===== config.mk =====
export PLATFORM = sky130hd
export DESIGN_NAME = asp_serial_port
export DESIGN_NICKNAME = d
export VERILOG_FILES = /design/src/asp_pkg.sv /design/src/asp_fifo.sv /design/src/asp_serial_port.sv
export SDC_FILE = /design/constraint.sdc
export NUM_CORES = 1
export LEC_CHECK = 0
export ABC_AREA = 0
export ABC_CLOCK_PERIOD_IN_PS = 3700
export BUFFER_PORTS_ARGS = -buffer_cell sky130_fd_sc_hd__buf_4
export CAP_MARGIN = 20
export CORE_ASPECT_RATIO = 1.5
export CORE_MARGIN = 1
export CORE_UTILIZATION = 24
export DETAILED_ROUTE_END_ITERATION = 10
export GPL_ROUTABILITY_DRIVEN = 1
export PLACE_DENSITY = 0.4
export SLEW_MARGIN = 20
export SYNTH_ARGS = -nofsm -noshare
export SYNTH_HDL_FRONTEND = slang
export SYNTH_SLANG_ARGS = --single-unit

===== constraint.sdc =====
create_clock -name core_clk -period 3.7 [get_ports core_clk]
set_input_delay 0.37 -clock core_clk [delete_from_list [all_inputs] [get_ports core_clk]]
set_output_delay 0.37 -clock core_clk [all_outputs]
set_load 0.02 [all_outputs]

===== src/asp_pkg.sv =====
// Shared constants and types for the serial result port.
// Assumes a single core clock and AXI4-Lite register access.
package asp_pkg;
  localparam int ASP_WORD_W = 18;
  localparam int ASP_CNT_W = 9;
  localparam int ASP_HALF_W = 8;
  localparam int ASP_SYNC_W = 10;
  localparam int ASP_PAR_LSB = 4;
  localparam int ASP_PAR_W = 6;
  localparam int ASP_FIFO_DEPTH = 8;
  // Time constants: master half period at the fastest divide setting
  localparam int ASP_CLK_NS = 10;
  localparam int ASP_HALF_NS = 20;
  localparam logic [ASP_HALF_W-1:0] ASP_HALF_BASE = ASP_HALF_W'(ASP_HALF_NS / ASP_CLK_NS);
  localparam logic [1:0] ASP_MODE_SERIAL = 2'h3;
  localparam logic [1:0] ASP_MODE_BYTE = 2'h2;
  localparam logic [1:0] ASP_MODE_WORD16 = 2'h1;
  localparam logic [1:0] ASP_MODE_WORD18 = 2'h0;
  // Register byte addresses
  localparam logic [3:0] ASP_ADDR_CTRL = 4'h0;
  localparam logic [3:0] ASP_ADDR_STATUS = 4'h4;
  localparam logic [3:0] ASP_ADDR_LAST = 4'h8;
  localparam int ASP_ADDR_W = 4;
  // CTRL fields
  localparam int ASP_CTRL_EN_BIT = 0;
  localparam int ASP_CTRL_CHAIN_LSB = 4;
  localparam int ASP_CHAIN_W = 4;
  localparam logic [31:0] ASP_CTRL_RESET = 32'h0000_0001;
  // STATUS fields
  localparam int ASP_ST_SERIAL_BIT = 0;
  localparam int ASP_ST_ACTIVE_BIT = 1;
  localparam int ASP_ST_MASTER_BIT = 2;
  localparam int ASP_ST_LEVEL_LSB = 4;
  localparam logic [1:0] ASP_RESP_OKAY = 2'h0;
  localparam logic [1:0] ASP_RESP_SLVERR = 2'h2;

  typedef struct packed {
    logic chain_rdc;
    logic clk_inv;
    logic sync_pol;
    logic ext_clk;
    logic [1:0] div_sel;
  } asp_cfg_type;

  typedef enum logic [1:0] {ST_IDLE, ST_MASTER, ST_SLAVE} asp_state_type;
endpackage : asp_pkg


===== src/asp_fifo.sv =====
// Result FIFO between conversion source and serial shifter.
// Assumes source and sink share core_clk; ready is registered, valid is decoded from the registered count.
`timescale 1ns/1ps
`default_nettype none
module asp_fifo #(
  parameter int WIDTH = 18,
  parameter int DEPTH = 8
) (
  input wire logic core_clk,
  input wire logic nrst,
  input wire logic [WIDTH-1:0] in_data,
  input wire logic in_valid,
  output logic in_ready,
  output logic [WIDTH-1:0] out_data,
  output logic out_valid,
  input wire logic out_ready,
  output logic [$clog2(DEPTH):0] level
);
  localparam int AW = $clog2(DEPTH);
  logic [WIDTH-1:0] mem_q [DEPTH];
  logic [AW-1:0] wr_q, rd_q;
  logic [AW:0] cnt_q, cnt_d;
  logic ready_q;
  wire push = in_valid & ready_q;
  wire pop = out_ready & (cnt_q != '0);
  assign cnt_d = cnt_q + (AW+1)'(push) - (AW+1)'(pop);
  // Ready comes straight from a flop so the top output stays registered
  assign in_ready = ready_q;
  assign out_data = mem_q[rd_q];
  assign out_valid = (cnt_q != '0);
  assign level = cnt_q;

  always_ff @(posedge core_clk) begin
    if (push) begin
      mem_q[wr_q] <= in_data;
    end
  end

  always_ff @(posedge core_clk) begin
    if (!nrst) begin
      wr_q <= '0;
      rd_q <= '0;
      cnt_q <= '0;
      ready_q <= 1'b0;
    end else begin
      wr_q <= push ? AW'((wr_q + 1'b1) % DEPTH) : wr_q;
      rd_q <= pop ? AW'((rd_q + 1'b1) % DEPTH) : rd_q;
      cnt_q <= cnt_d;
      ready_q <= (cnt_d != (AW+1)'(DEPTH));
    end
  end
endmodule : asp_fifo
`default_nettype wire


===== src/asp_serial_port.sv =====
// Serial result port with dual role configuration pins and AXI4-Lite status.
// Assumes pins are asynchronous to core_clk; results arrive on core_clk.
`timescale 1ns/1ps
`default_nettype none
// Summary of operation
// Divide pins: parallel bits 4-5 outside serial
// Divide select only in master read-after-convert
// Config pins: parallel bits 6-9 outside serial
// Clock select low: drive serial clock
// Clock select high: follow external clock
// Polarity input low gives active-high marker
// Clock inversion applies master and slave
// External clock: pin is chain input
// Chain data appears 18 clocks later
// Read-select high: shift during conversion
// Read-select low: shift after conversion
// Two select inputs choose interface mode
// Slave updates on rising, inverted swaps
// Marker active while master data valid
// MSB first, MSB inverted when coding low
// Host keeps configuration static during reads
module asp_serial_port
  import asp_pkg::*;
#(
  parameter int WORD_W = ASP_WORD_W,
  parameter int FIFO_DEPTH = ASP_FIFO_DEPTH
) (
  input wire logic core_clk,
  input wire logic nrst,
  input wire logic [WORD_W-1:0] result_data,
  input wire logic result_valid,
  output logic result_ready,
  input wire logic conv_busy,
  input wire logic interface_select_low,
  input wire logic interface_select_high,
  input wire logic output_coding_select,
  input wire logic [ASP_PAR_W-1:0] par_pin_i,
  output logic [ASP_PAR_W-1:0] par_pin_o,
  output logic [ASP_PAR_W-1:0] par_pin_oe,
  input wire logic sclk_pin_i,
  output logic sclk_pin_o,
  output logic sclk_pin_oe,
  output logic serial_result_out,
  output logic frame_marker,
  input wire logic [ASP_ADDR_W-1:0] s_axi_awaddr,
  input wire logic s_axi_awvalid,
  output logic s_axi_awready,
  input wire logic [31:0] s_axi_wdata,
  input wire logic [3:0] s_axi_wstrb,
  input wire logic s_axi_wvalid,
  output logic s_axi_wready,
  output logic [1:0] s_axi_bresp,
  output logic s_axi_bvalid,
  input wire logic s_axi_bready,
  input wire logic [ASP_ADDR_W-1:0] s_axi_araddr,
  input wire logic s_axi_arvalid,
  output logic s_axi_arready,
  output logic [31:0] s_axi_rdata,
  output logic [1:0] s_axi_rresp,
  output logic s_axi_rvalid,
  input wire logic s_axi_rready
);
  localparam int LVL_W = $clog2(FIFO_DEPTH) + 1;

  // Three-stage input synchronisers, change accepted when stages 2 and 3 agree
  logic [ASP_SYNC_W-1:0] raw_in, s1_q, s2_q, s3_q, filt_q;
  assign raw_in = {sclk_pin_i, par_pin_i, output_coding_select,
                   interface_select_high, interface_select_low};
  genvar gi;
  generate
    for (gi = 0; gi < ASP_SYNC_W; gi++) begin : g_sync
      always_ff @(posedge core_clk) begin
        if (!nrst) begin
          s1_q[gi] <= 1'b0;
          s2_q[gi] <= 1'b0;
          s3_q[gi] <= 1'b0;
          filt_q[gi] <= 1'b0;
        end else begin
          s1_q[gi] <= raw_in[gi];
          s2_q[gi] <= s1_q[gi];
          s3_q[gi] <= s2_q[gi];
          filt_q[gi] <= (s2_q[gi] == s3_q[gi]) ? s3_q[gi] : filt_q[gi];
        end
      end
    end
  endgenerate

  // mode decode
  wire [1:0] mode_sel = filt_q[1:0];
  wire serial_mode = (mode_sel == ASP_MODE_SERIAL);
  wire coding_sel = filt_q[2];
  wire [ASP_PAR_W-1:0] pins_f = filt_q[ASP_PAR_W+2:3];
  wire sclk_f = filt_q[ASP_SYNC_W-1];
  asp_cfg_type cfg;
  // Struct order matches pin order: chain, invert, polarity, source, divide
  assign cfg = asp_cfg_type'(pins_f);

  // Registers
  logic [31:0] ctrl_q;
  logic [WORD_W-1:0] last_q;
  asp_state_type state_q;
  logic [LVL_W-1:0] fifo_level;
  wire port_en = ctrl_q[ASP_CTRL_EN_BIT];
  wire [ASP_CHAIN_W-1:0] chain_words = ctrl_q[ASP_CTRL_CHAIN_LSB +: ASP_CHAIN_W];

  // FIFO between conversion results and shifter
  logic [WORD_W-1:0] head;
  logic head_valid;
  logic pop;
  asp_fifo #(.WIDTH(WORD_W), .DEPTH(FIFO_DEPTH)) u_fifo (
    .core_clk(core_clk),
    .nrst(nrst),
    .in_data(result_data),
    .in_valid(result_valid),
    .in_ready(result_ready),
    .out_data(head),
    .out_valid(head_valid),
    .out_ready(pop),
    .level(fifo_level)
  );

  // Shifter state
  logic [WORD_W-1:0] shreg_q;
  logic [ASP_CNT_W-1:0] bitcnt_q;
  logic [ASP_HALF_W-1:0] half_q;
  logic mclk_q, sclk_prev_q, chain_q, sync_q, sclk_o_q, sclk_oe_q;
  logic [ASP_PAR_W-1:0] par_o_q, par_oe_q;
  logic [WORD_W-1:0] par_word_q;

  // divide select honoured only in master read-after-convert
  wire [ASP_HALF_W-1:0] half_len = cfg.chain_rdc ? ASP_HALF_BASE :
                                   ASP_HALF_W'(ASP_HALF_BASE << cfg.div_sel);
  wire half_done = (half_q >= half_len - 1'b1);
  wire mclk_fall = (state_q == ST_MASTER) & half_done & mclk_q;
  // update edge: rising when not inverted, falling when inverted
  wire upd_edge = ((sclk_f ^ cfg.clk_inv) & ~(sclk_prev_q ^ cfg.clk_inv));
  wire smp_edge = (~(sclk_f ^ cfg.clk_inv) & (sclk_prev_q ^ cfg.clk_inv));
  wire [ASP_CNT_W-1:0] slave_bits =
    ASP_CNT_W'(WORD_W) * (ASP_CNT_W'(chain_words) + 1'b1);
  // read during conversion starts at once; R11 waits for conversion end
  wire master_go = serial_mode & port_en & ~cfg.ext_clk & head_valid &
                   (cfg.chain_rdc | ~conv_busy);
  wire slave_go = serial_mode & port_en & cfg.ext_clk & head_valid;
  wire load = (state_q == ST_IDLE) & (master_go | slave_go);
  // MSB inverted for twos complement when coding select is low
  wire [WORD_W-1:0] coded = {head[WORD_W-1] ^ ~coding_sel, head[WORD_W-2:0]};
  wire par_pop = ~serial_mode & head_valid;
  assign pop = load | par_pop;
  wire master_end = mclk_fall & (bitcnt_q == ASP_CNT_W'(WORD_W - 1));
  wire slave_end = (state_q == ST_SLAVE) & upd_edge & (bitcnt_q == slave_bits - 1'b1);

  always_ff @(posedge core_clk) begin
    if (!nrst) begin
      state_q <= ST_IDLE;
    end else begin
      case (state_q)
        ST_IDLE: begin
          if (load) begin
            state_q <= cfg.ext_clk ? ST_SLAVE : ST_MASTER;
          end
        end
        ST_MASTER: begin
          if (master_end || !serial_mode) begin
            state_q <= ST_IDLE;
          end
        end
        default: begin
          if (slave_end || !serial_mode) begin
            state_q <= ST_IDLE;
          end
        end
      endcase
    end
  end

  always_ff @(posedge core_clk) begin
    if (!nrst) begin
      shreg_q <= '0;
      bitcnt_q <= '0;
      chain_q <= 1'b0;
    end else begin
      chain_q <= smp_edge ? pins_f[5] : chain_q;
      if (load) begin
        shreg_q <= coded;
        bitcnt_q <= '0;
      end else if (mclk_fall || (state_q == ST_SLAVE && upd_edge)) begin
        // chain bits enter behind the word, emerging 18 clocks later
        shreg_q <= {shreg_q[WORD_W-2:0], chain_q & (state_q == ST_SLAVE)};
        bitcnt_q <= bitcnt_q + 1'b1;
      end
    end
  end

  always_ff @(posedge core_clk) begin
    if (!nrst) begin
      half_q <= '0;
      mclk_q <= 1'b0;
      sclk_prev_q <= 1'b0;
    end else begin
      sclk_prev_q <= sclk_f;
      half_q <= (state_q != ST_MASTER || half_done) ? '0 : half_q + 1'b1;
      mclk_q <= (state_q == ST_MASTER && !master_end) ? (mclk_q ^ half_done) : 1'b0;
    end
  end

  // drive the clock pin only as master; R7 inversion on the driven clock
  always_ff @(posedge core_clk) begin
    if (!nrst) begin
      sclk_o_q <= 1'b0;
      sclk_oe_q <= 1'b0;
    end else begin
      sclk_oe_q <= serial_mode & ~cfg.ext_clk;
      sclk_o_q <= mclk_q ^ cfg.clk_inv;
    end
  end

  // marker at its active level for the whole master frame
  always_ff @(posedge core_clk) begin
    if (!nrst) begin
      sync_q <= 1'b0;
    end else begin
      sync_q <= ((load && !cfg.ext_clk) ||
                 (state_q == ST_MASTER && !master_end)) ^ cfg.sync_pol;
    end
  end

  // parallel role outside serial mode, inputs inside it
  always_ff @(posedge core_clk) begin
    if (!nrst) begin
      par_o_q <= '0;
      par_oe_q <= '0;
      par_word_q <= '0;
    end else begin
      par_word_q <= par_pop ? head : par_word_q;
      par_o_q <= par_word_q[ASP_PAR_LSB +: ASP_PAR_W];
      par_oe_q <= {ASP_PAR_W{~serial_mode}};
    end
  end

  assign par_pin_o = par_o_q;
  assign par_pin_oe = par_oe_q;
  assign sclk_pin_o = sclk_o_q;
  assign sclk_pin_oe = sclk_oe_q;
  assign serial_result_out = shreg_q[WORD_W-1];
  assign frame_marker = sync_q;

  // AXI4-Lite slave: write taken when address and data are both present
  logic awready_q, wready_q, bvalid_q, arready_q, rvalid_q;
  logic [1:0] bresp_q, rresp_q;
  logic [31:0] rdata_q;
  wire wr_take = s_axi_awvalid & s_axi_wvalid & ~awready_q & ~bvalid_q;
  wire rd_take = s_axi_arvalid & ~arready_q & ~rvalid_q;
  wire wr_ctrl = (s_axi_awaddr == ASP_ADDR_CTRL);
  wire wr_ok = wr_ctrl || (s_axi_awaddr == ASP_ADDR_STATUS) || (s_axi_awaddr == ASP_ADDR_LAST);
  wire [31:0] status_word = {{(32 - ASP_ST_LEVEL_LSB - LVL_W){1'b0}}, fifo_level, 1'b0,
                             state_q == ST_MASTER, state_q != ST_IDLE, serial_mode};
  logic [31:0] rd_word;
  logic rd_ok;
  always_comb begin
    rd_word = '0;
    rd_ok = 1'b1;
    if (s_axi_araddr == ASP_ADDR_CTRL) begin
      rd_word = ctrl_q;
    end else if (s_axi_araddr == ASP_ADDR_STATUS) begin
      rd_word = status_word;
    end else if (s_axi_araddr == ASP_ADDR_LAST) begin
      rd_word = 32'(last_q);
    end else begin
      rd_ok = 1'b0;
    end
  end
  logic [31:0] strb_mask;
  generate
    for (gi = 0; gi < 4; gi++) begin : g_strb
      assign strb_mask[gi*8 +: 8] = {8{s_axi_wstrb[gi]}};
    end
  endgenerate

  always_ff @(posedge core_clk) begin
    if (!nrst) begin
      awready_q <= 1'b0;
      wready_q <= 1'b0;
      bvalid_q <= 1'b0;
      bresp_q <= ASP_RESP_OKAY;
      ctrl_q <= ASP_CTRL_RESET;
    end else begin
      awready_q <= wr_take;
      wready_q <= wr_take;
      bvalid_q <= wr_take | (bvalid_q & ~s_axi_bready);
      bresp_q <= wr_take ? (wr_ok ? ASP_RESP_OKAY : ASP_RESP_SLVERR) : bresp_q;
      if (wr_take && wr_ctrl) begin
        ctrl_q <= (ctrl_q & ~strb_mask) | (s_axi_wdata & strb_mask);
      end
    end
  end

  always_ff @(posedge core_clk) begin
    if (!nrst) begin
      arready_q <= 1'b0;
      rvalid_q <= 1'b0;
      rdata_q <= '0;
      rresp_q <= ASP_RESP_OKAY;
      last_q <= '0;
    end else begin
      arready_q <= rd_take;
      rvalid_q <= rd_take | (rvalid_q & ~s_axi_rready);
      rdata_q <= rd_take ? rd_word : rdata_q;
      rresp_q <= rd_take ? (rd_ok ? ASP_RESP_OKAY : ASP_RESP_SLVERR) : rresp_q;
      last_q <= load ? coded : last_q;
    end
  end

  assign s_axi_awready = awready_q;
  assign s_axi_wready = wready_q;
  assign s_axi_bvalid = bvalid_q;
  assign s_axi_bresp = bresp_q;
  assign s_axi_arready = arready_q;
  assign s_axi_rvalid = rvalid_q;
  assign s_axi_rdata = rdata_q;
  assign s_axi_rresp = rresp_q;
endmodule : asp_serial_port
`default_nettype wire


==> key figures, run 1 <==
Global route
  – First-pass GRT wire length: between 50 and 60 mm
  – Tot GR Track Use: roughly an eighth
  – Gr ovfl total: 0
  – Pin count of the biggest net entering global routing: 80
  – Initial antenna violation count: 0
  – Number of global-route vias before repair: approximately 9,500

Timing
  – Clock skew: 20.1 ps
  – Final setup vio count: 0
  – Final worst path period need: about 3000 ps
  – Hold slack final: 54.8 ps
  – Fmax: 0.325 GHz
  – RSZ-0062 raised after global routing: no
  – Worst slew margin: between 40% and 50%
  – Final Hold Violating Endpoints: 0
  – Worst-margin pin slew: 821 ps
  – Final period util: 83.1%
  – Final setup TNS: 0 ps
  – Slew Viols, Final: 0

Logic synthesis
  – Top-area cell type share of the netlist area: 31.8%
  – Async set-or-reset flop fraction in the synthesized netlist: 0%
  – Syn Inst Count: 1,150
  – Post-synth EDFFs: 144
  – Primary FF master, synth: dfxtp_1
  – Average size of a mapped cell: 11.8 um^2
  – Ys Warns: 0
  – Post-synth top cells: dfxtp_1, edfxtp_1, nand2_1
  – Cell with the most instances after synthesis: dfxtp_1
  – Synthesized flop and latch total: 342
  – Post-synthesis sequential area ratio: 61.0%
  – Area leader, netlist: edfxtp_1
  – Largest cells by area after synthesis: edfxtp_1, dfxtp_1, mux4_2
  – Cell variety after synth: 68
  – Syn Std Cell Area: ~14,000 um^2

Clocking
  – TritonCTS clock tree: built
  – H-tree Lvls: 2
  – Resize count post-CTS: 0
  – Clk sinks: 342
  – Clk root buf: clkbuf_16
  – Clock Tree Buf Depth: 3
  – TritonCTS buffer count: 37
  – Post-CTS Setup Bufs: 0
  – Hold Buf Count CTS: 0
  – Clock transition at the registers of the reported paths: 60 ps
  – Clk Latency, worst-skew pair: between 500 and 600 ps

Power and ir drop
  – VDD IR max: 0.243 mV
  – Net Sw Frac: 25.6%
  – Leak Pwr: between 0.005 and 0.006 uW
  – Combinational power share: 16.2%
  – Internal Pwr Total: 7150 uW
  – Power Dens Cells: 577 nW/um^2
  – Clk pwr share: 39.4%
  – Flop pwr share: between 40 and 50%
  – Switching power: 2460 uW

Floorplan
  – Die Footprint: 57,500 um^2
  – Core Box Area: approximately 56,000 um^2
  – Die Wd: 196 um
  – IO Pins: 139
  – Die Y-Extent: 293 um
  – Initial core utilization: 24.3%
  – Rows: 106

Detailed routing
  – Remaining antenna violation count: 0
  – Via count: 8,970
  – Starting DRT DRC Count: roughly 400
  – Vias per cell: roughly 4.3
  – Pre-antenna DRT Iters: 4
  – Total Wirelength: 35.2 mm
  – Routed wire length per instance: about 17 um
  – DRC Markers: 0

Critical path
  – Crit path DAT: 3480 ps
  – WS Path Type: flop to flop
  – Crit path max-delay cell type: or3b_1
  – Worst-path cell chain: inv_1 > ha_1 > or3b_1 > and2_1 > nor2_1 > inv_1 > ha_1 > inv_1 > ha_1 > inv_1 > fa_1 > xnor2_1 > nor4b_1 > nor2_1
  – Slowest stage delay, CP: 370 ps
  – Critical path required time: 4110 ps
  – Worst Setup Start Kind: flop
  – Setup crit end kind: flop
  – Worst-path maximum fanout: 9
  – Most frequent CP cell: inv_1

Place
  – GPL Wtd Cong: 0.814
  – Detail Placement HPWL: 23.8 mm
  – Port Buffers: 136

Layout
  – Area of the multi-input gates: 4790 um^2
  – Area grow syn2layout: 22.6%
  – FILL cells: 5,808
  – Reg area: 8290 um^2
  – Final-stage net count: 1,383
  – Share of cells above drive strength 1: 22.2%
  – # diodes: 0
  – Fin util: 29.8%

Outcome
  – Status: complete, no violations

Job
  – MaxCap Viol Count: 0

Hold path
  – Worst min path class: primary input to flop
[worst max-delay path: cells and delay by family, from the launching register on]
family	cells	cell delay, ps
adder cells (fa/ha/maj)	4	940
buffers and inverters	4	260
flip-flops	1	290
XOR/XNOR	1	150
AND/OR/NAND/NOR	5	1300
[logic make-up after synthesis]
logic type	after synthesis	synth area share, %
AND/OR/NAND/NOR	407	14.2
multiplexers	61	8.24
buffers and inverters	95	3.93
other	2	0.0553
flip-flops	342	61.0
AO/OA/AOI/OAI	191	8.37
adder cells (fa/ha/maj)	22	2.14
XOR/XNOR	30	1.99
[power by group through the flow]
| stage | Combinational (uW) | Sequential (uW) | Clock (uW) |
|---|---|---|---|
| global placement | 1600 | 4360 | 0 |
| global route | 1720 | 4290 | 4060 |
| floorplan | 1130 | 4310 | 0 |
| finish | 1560 | 4270 | 3790 |
| detailed placement | 1600 | 4360 | 0 |
| CTS | 1610 | 4270 | 3930 |
[final cells by class]
cell class	instances	share of cell area, %
clock inverters	13	0.624
multi-input cells	714	28.7
repair buffers	163	7.65
inverters	22	0.503
well taps	756	5.68
flip-flops and latches	342	49.8
clock buffers	55	7.02
[layer usage]
layer / global-route usage (%) / share of wire [%] / vias up
li1: - / - / 4381
met2: 22.9 / 53 / 157
met3: 2.13 / 3.8 / 74
met5: 0 / 0 / -
met1: 13.5 / 39 / 4358
met4: 5.81 / 4.0 / 0
[per-stage QoR]
stage               cell area [um^2]  std cells  setup slack (ps)  total power [uW]
floorplan                      13600       1151               716              5440
global placement               15400       1997               629              5960
detailed placement             15400       1997               589              5960
CTS                            16700       2065               577              9820
global route                   16700       2065               289             10100
finish                         16700       2065               627              9610
[layout by cell type, fill, tap and decap left out, types with 7 or more instances in the layout]
cell	n
mux4_2	26
xnor2_1	18
edfxtp_1	144
dfxtp_1	197
o21ai_0	34
mux2i_1	9
nor2_1	105
a31oi_1	18
clkbuf_8	9
a221oi_1	11
nand3_1	57
mux2_2	16
nor3_1	29
nand2b_1	8
xor2_1	11
or3_1	7
inv_1	23
mux4_1	10
a211oi_1	8
nand2_1	113
a21oi_1	94
ha_1	20
and2_1	43
buf_4	159
clkbuf_16	41
[final timing paths]
path,startpoint,end,slack (ps),cells past startpoint
hold reg to reg,s1_q[7],s2_q[7],430,1
setup reg to reg,u_fifo.level[2],u_fifo.in_ready,630,14
hold / removal,par_pin_i[5],s1_q[8],50,2
setup / recovery,u_fifo.level[2],u_fifo.in_ready,630,14
(Power assumes the default switching activity.)
==> run 2: changes to the inputs <==
- ABC_CLOCK_PERIOD_IN_PS: 3700 -> 2900
- clock period: 3.7 -> 2.9 ns (I/O delays scaled with it)
==> run 2 against run 1 <==
Clock skew fell by 3.3 ps. Fmax rose by 11%. Non-clock buffer count rose by 48. First-iteration DRC count fell by 12%. Die area did not move. Flip-flop and latch count did not move. Critical endpoint is now state_q[1]. Register-to-register slack got worse by 500 ps. Clock-buffer cell count fell by 2.
==> key figures, run 2 (synthesis results as in run 1) <==
Outcome
  – Status: complete, no violations (unchanged)

Hold path
  – Hold depth: 1 (was 2)
  – HP Start: result_data[8] (was par_pin_i[5])
  – Worst min path class: primary input to flop (unchanged)
  – Worst hold endpoint: u_fifo.mem_q[4][8] (was s1_q[8])

Place
  – Detail Placement HPWL: 23.8 mm (about the same)
  – Worst slack at placement: -142 ps (was 589 ps)
  – Port Buffers: 136 (unchanged)
  – Inst Count DP: 2,016 (was 1,997)
  – GPL Wtd Cong: 0.791 (was 0.814)

Floorplan
  – Core Box Area: 55,800 um^2 (unchanged)
  – Die Wd: 196 um (unchanged)
  – Die Footprint: 57,500 um^2 (unchanged)
  – IO Pins: 139 (unchanged)
  – Rows: 106 (unchanged)
  – Die Y-Extent: 293 um (unchanged)
  – Initial core utilization: 24.3% (unchanged)

Global route
  – Number of global-route vias before repair: 9,602 (was 9,518)
  – Pin count of the biggest net entering global routing: 74 (was 80)
  – Gr ovfl total: 0 (unchanged)
  – Tot GR Track Use: 12.5% (was 12.3%)
  – Initial antenna violation count: 0 (unchanged)
  – First-pass GRT wire length: 55.4 mm (was 54.4 mm)

Power and ir drop
  – VDD IR max: 0.366 mV (was 0.243 mV)
  – Clk pwr share: 36.9% (was 39.4%)
  – Combinational power share: 18.5% (was 16.2%)
  – Total power draw: 12,100 uW (was 9610 uW)
  – Internal Pwr Total: 8910 uW (was 7150 uW)
  – Power Dens Cells: 704 nW/um^2 (was 577 nW/um^2)
  – Switching power: 3150 uW (was 2460 uW)
  – Leak Pwr: 0.00607 uW (was 0.00589 uW)
  – Flop pwr share: 44.6% (was 44.4%)
  – Net Sw Frac: 26.1% (was 25.6%)

Timing
  – Final worst path period need: 2770 ps (was 3070 ps)
  – RSZ-0062 raised after global routing: yes (was no)
  – Fmax: 0.360 GHz (was 0.325 GHz)
  – PnR worst setup slack: 125 ps (was 627 ps)
  – Slew Viols, Final: 0 (unchanged)
  – Worst slew margin: 60.7% (was 45.1%)
  – Worst-margin pin slew: 589 ps (was 821 ps)
  – Final setup vio count: 0 (unchanged)
  – Final period util: 95.7% (was 83.1%)
  – Final Hold Violating Endpoints: 0 (unchanged)
  – Clock skew: 16.8 ps (was 20.1 ps)

Clocking
  – Clk Latency, worst-skew pair: 530 ps (about the same)
  – Clk root buf: clkbuf_16 (unchanged)
  – Clock transition at the registers of the reported paths: 60 ps (about the same)
  – TritonCTS buffer count: 37 (unchanged)
  – Clock Tree Buf Depth: 3 (unchanged)
  – TritonCTS clock tree: built (unchanged)
  – H-tree Lvls: 2 (unchanged)
  – Clk sinks: 342 (unchanged)

Critical path
  – Worst-path cell chain: ha_4 > and3_4 > ha_4 > ha_4 > inv_2 > fa_2 > buf_6 > xnor2_2 > xnor2_2 > o311ai_2 > o41ai_2 > a211oi_1 (was inv_1 > ha_1 > or3b_1 > and2_1 > nor2_1 > inv_1 > ha_1 > inv_1 > ha_1 > inv_1 > fa_1 > xnor2_1 > nor4b_1 > nor2_1)
  – Crit path DAT: 3170 ps (was 3480 ps)
  – R2r worst-path depth: 12 (was 14)
  – Worst Setup Start Kind: flop (unchanged)
  – Most frequent CP cell: ha_4 (was inv_1)
  – Slowest stage delay, CP: 570 ps (was 370 ps)
  – WS Path Type: flop to flop (unchanged)
  – Crit path max-delay cell type: fa_2 (was or3b_1)
  – Worst-path maximum fanout: 2 (was 9)
  – Worst flop-to-flop path endpoint: state_q[1] (was u_fifo.in_ready)
  – Critical path required time: 3300 ps (was 4110 ps)
  – Setup crit end kind: flop (unchanged)
  – R2R setup slack: 130 ps (was 630 ps)

Layout
  – Share of cells above drive strength 1: 24.5% (was 22.2%)
  – FILL cells: 5,730 (was 5,808)
  – Area grow syn2layout: 26.1% (was 22.6%)
  – Commonest non-fill, non-tap cells in the layout: dfxtp_1, buf_4, edfxtp_1, nand2_1, nor2_1 (unchanged)
  – Most common cell after layout, fill and taps aside: dfxtp_1 (unchanged)
  – Final-stage net count: 1,431 (was 1,383)
  – # diodes: 0 (unchanged)
  – Post-route insts no fill: 2,109 (was 2,065)

Detailed routing
  – Routed wire length per instance: 16.8 um (was 17.0 um)
  – Starting DRT DRC Count: 351 (was 401)
  – Met2 WL post-DR: 19.2 mm (was 18.6 mm)
  – Via count: 9,210 (was 8,970)
  – Met3 wire length: 1.13 mm (was 1.34 mm)
  – DRC Markers: 0 (unchanged)
  – Total Wirelength: 35.5 mm (was 35.2 mm)
  – Remaining antenna violation count: 0 (unchanged)
  – Met1 wire length: 14.2 mm (was 13.9 mm)
  – Vias per cell: 4.37 (was 4.34)
  – Pre-antenna DRT Iters: 4 (unchanged)
  – Top Metal Used: met4 (unchanged)

Job
  – MaxCap Viol Count: 0 (unchanged)
## run 2: cell types whose count changed in the layout (fill, tap and decap cells not counted), sizes merged
cell / change
dlygate4sd3: +27
clkbuf: -2
inv: -1
clkinvlp: -1
buf: +21
## run 2: timing repair
| item | 4_1_cts | 5_1_grt |
|---|---|---|
| hold buffers | 27 | 0 |
| hold endpoints to repair | 142 | 0 |
| pin swaps | 7 | 13 |
| setup buffers | 1 | 1 |
| gates cloned | 0 | 0 |
| resized for setup | 9 | 31 |
| setup endpoints to repair | 1 | 6 |
## run 2: per-stage QoR
| step | instance area, um^2 | hold WS, ps | setup TNS (ps) | utilization (%) |
|---|---|---|---|---|
| final | 17100 | 20.9 | 0 | 30.7 |
| after global routing | 17100 | 17.9 | -39.8 | 30.7 |
| after CTS | 17000 | 4.57 | 0 | 30.4 |
| after detailed placement | 15500 | 420 | -142 | 27.8 |
| after global placement | 15500 | 419 | -39.4 | 27.8 |
| after floorplan | 13600 | 389 | -3.77 | - |
## run 2: final cells by class
class / count / area (um^2) / share of cell area, %
multi-input combinational: 714 / 4970 / 29.0
sequential: 342 / 8290 / 48.4
inverter: 22 / 86.3 / 0.504
clock buffer: 53 / 1030 / 5.99
tap: 756 / 946 / 5.52
clock inverter: 11 / 95.1 / 0.555
timing repair buffer: 211 / 1710 / 9.98
## run 2: worst max-delay path: cells and delay by family (launching register included)
family | cells | cell delay (ps)
AOI/OAI and AO/OA | 3 | 630
adders and majority gates | 4 | 1130
xor gates and xnor gates | 2 | 260
and+or+nand+nor | 1 | 150
DFF | 1 | 340
buffers and inverters | 2 | 150
## run 2: worst max-delay path by stage
| stage | end | cells after the start | from | slack, ps |
|---|---|---|---|---|
| 4_1_cts | state_q[1] | 12 | flop | 5 |
| 5_1_grt | state_q[1] | 12 | flop | -40 |
| 2_1_floorplan | state_q[1] | 12 | flop | -4 |
| 3_3_place_gp | state_q[1] | 12 | flop | -40 |
| 3_5_place_dp | state_q[1] | 12 | flop | -140 |
| 6_report | state_q[1] | 12 | flop | 130 |
## run 2: routing by layer
layer,global-route usage (%),vias to the layer above
li1,-,4479
met1,13.8,4536
met2,24.0,140
met3,1.79,55
met4,4.29,0
met5,0,-
## run 2: power groups by stage
stage	combinational, uW	sequential (uW)	clock [uW]
6_report	2230	5380	4450
5_1_grt	2450	5410	4810
4_1_cts	2210	5390	4620
3_5_place_dp	2160	5490	0
3_3_place_gp	2150	5490	0
2_1_floorplan	1450	5500	0
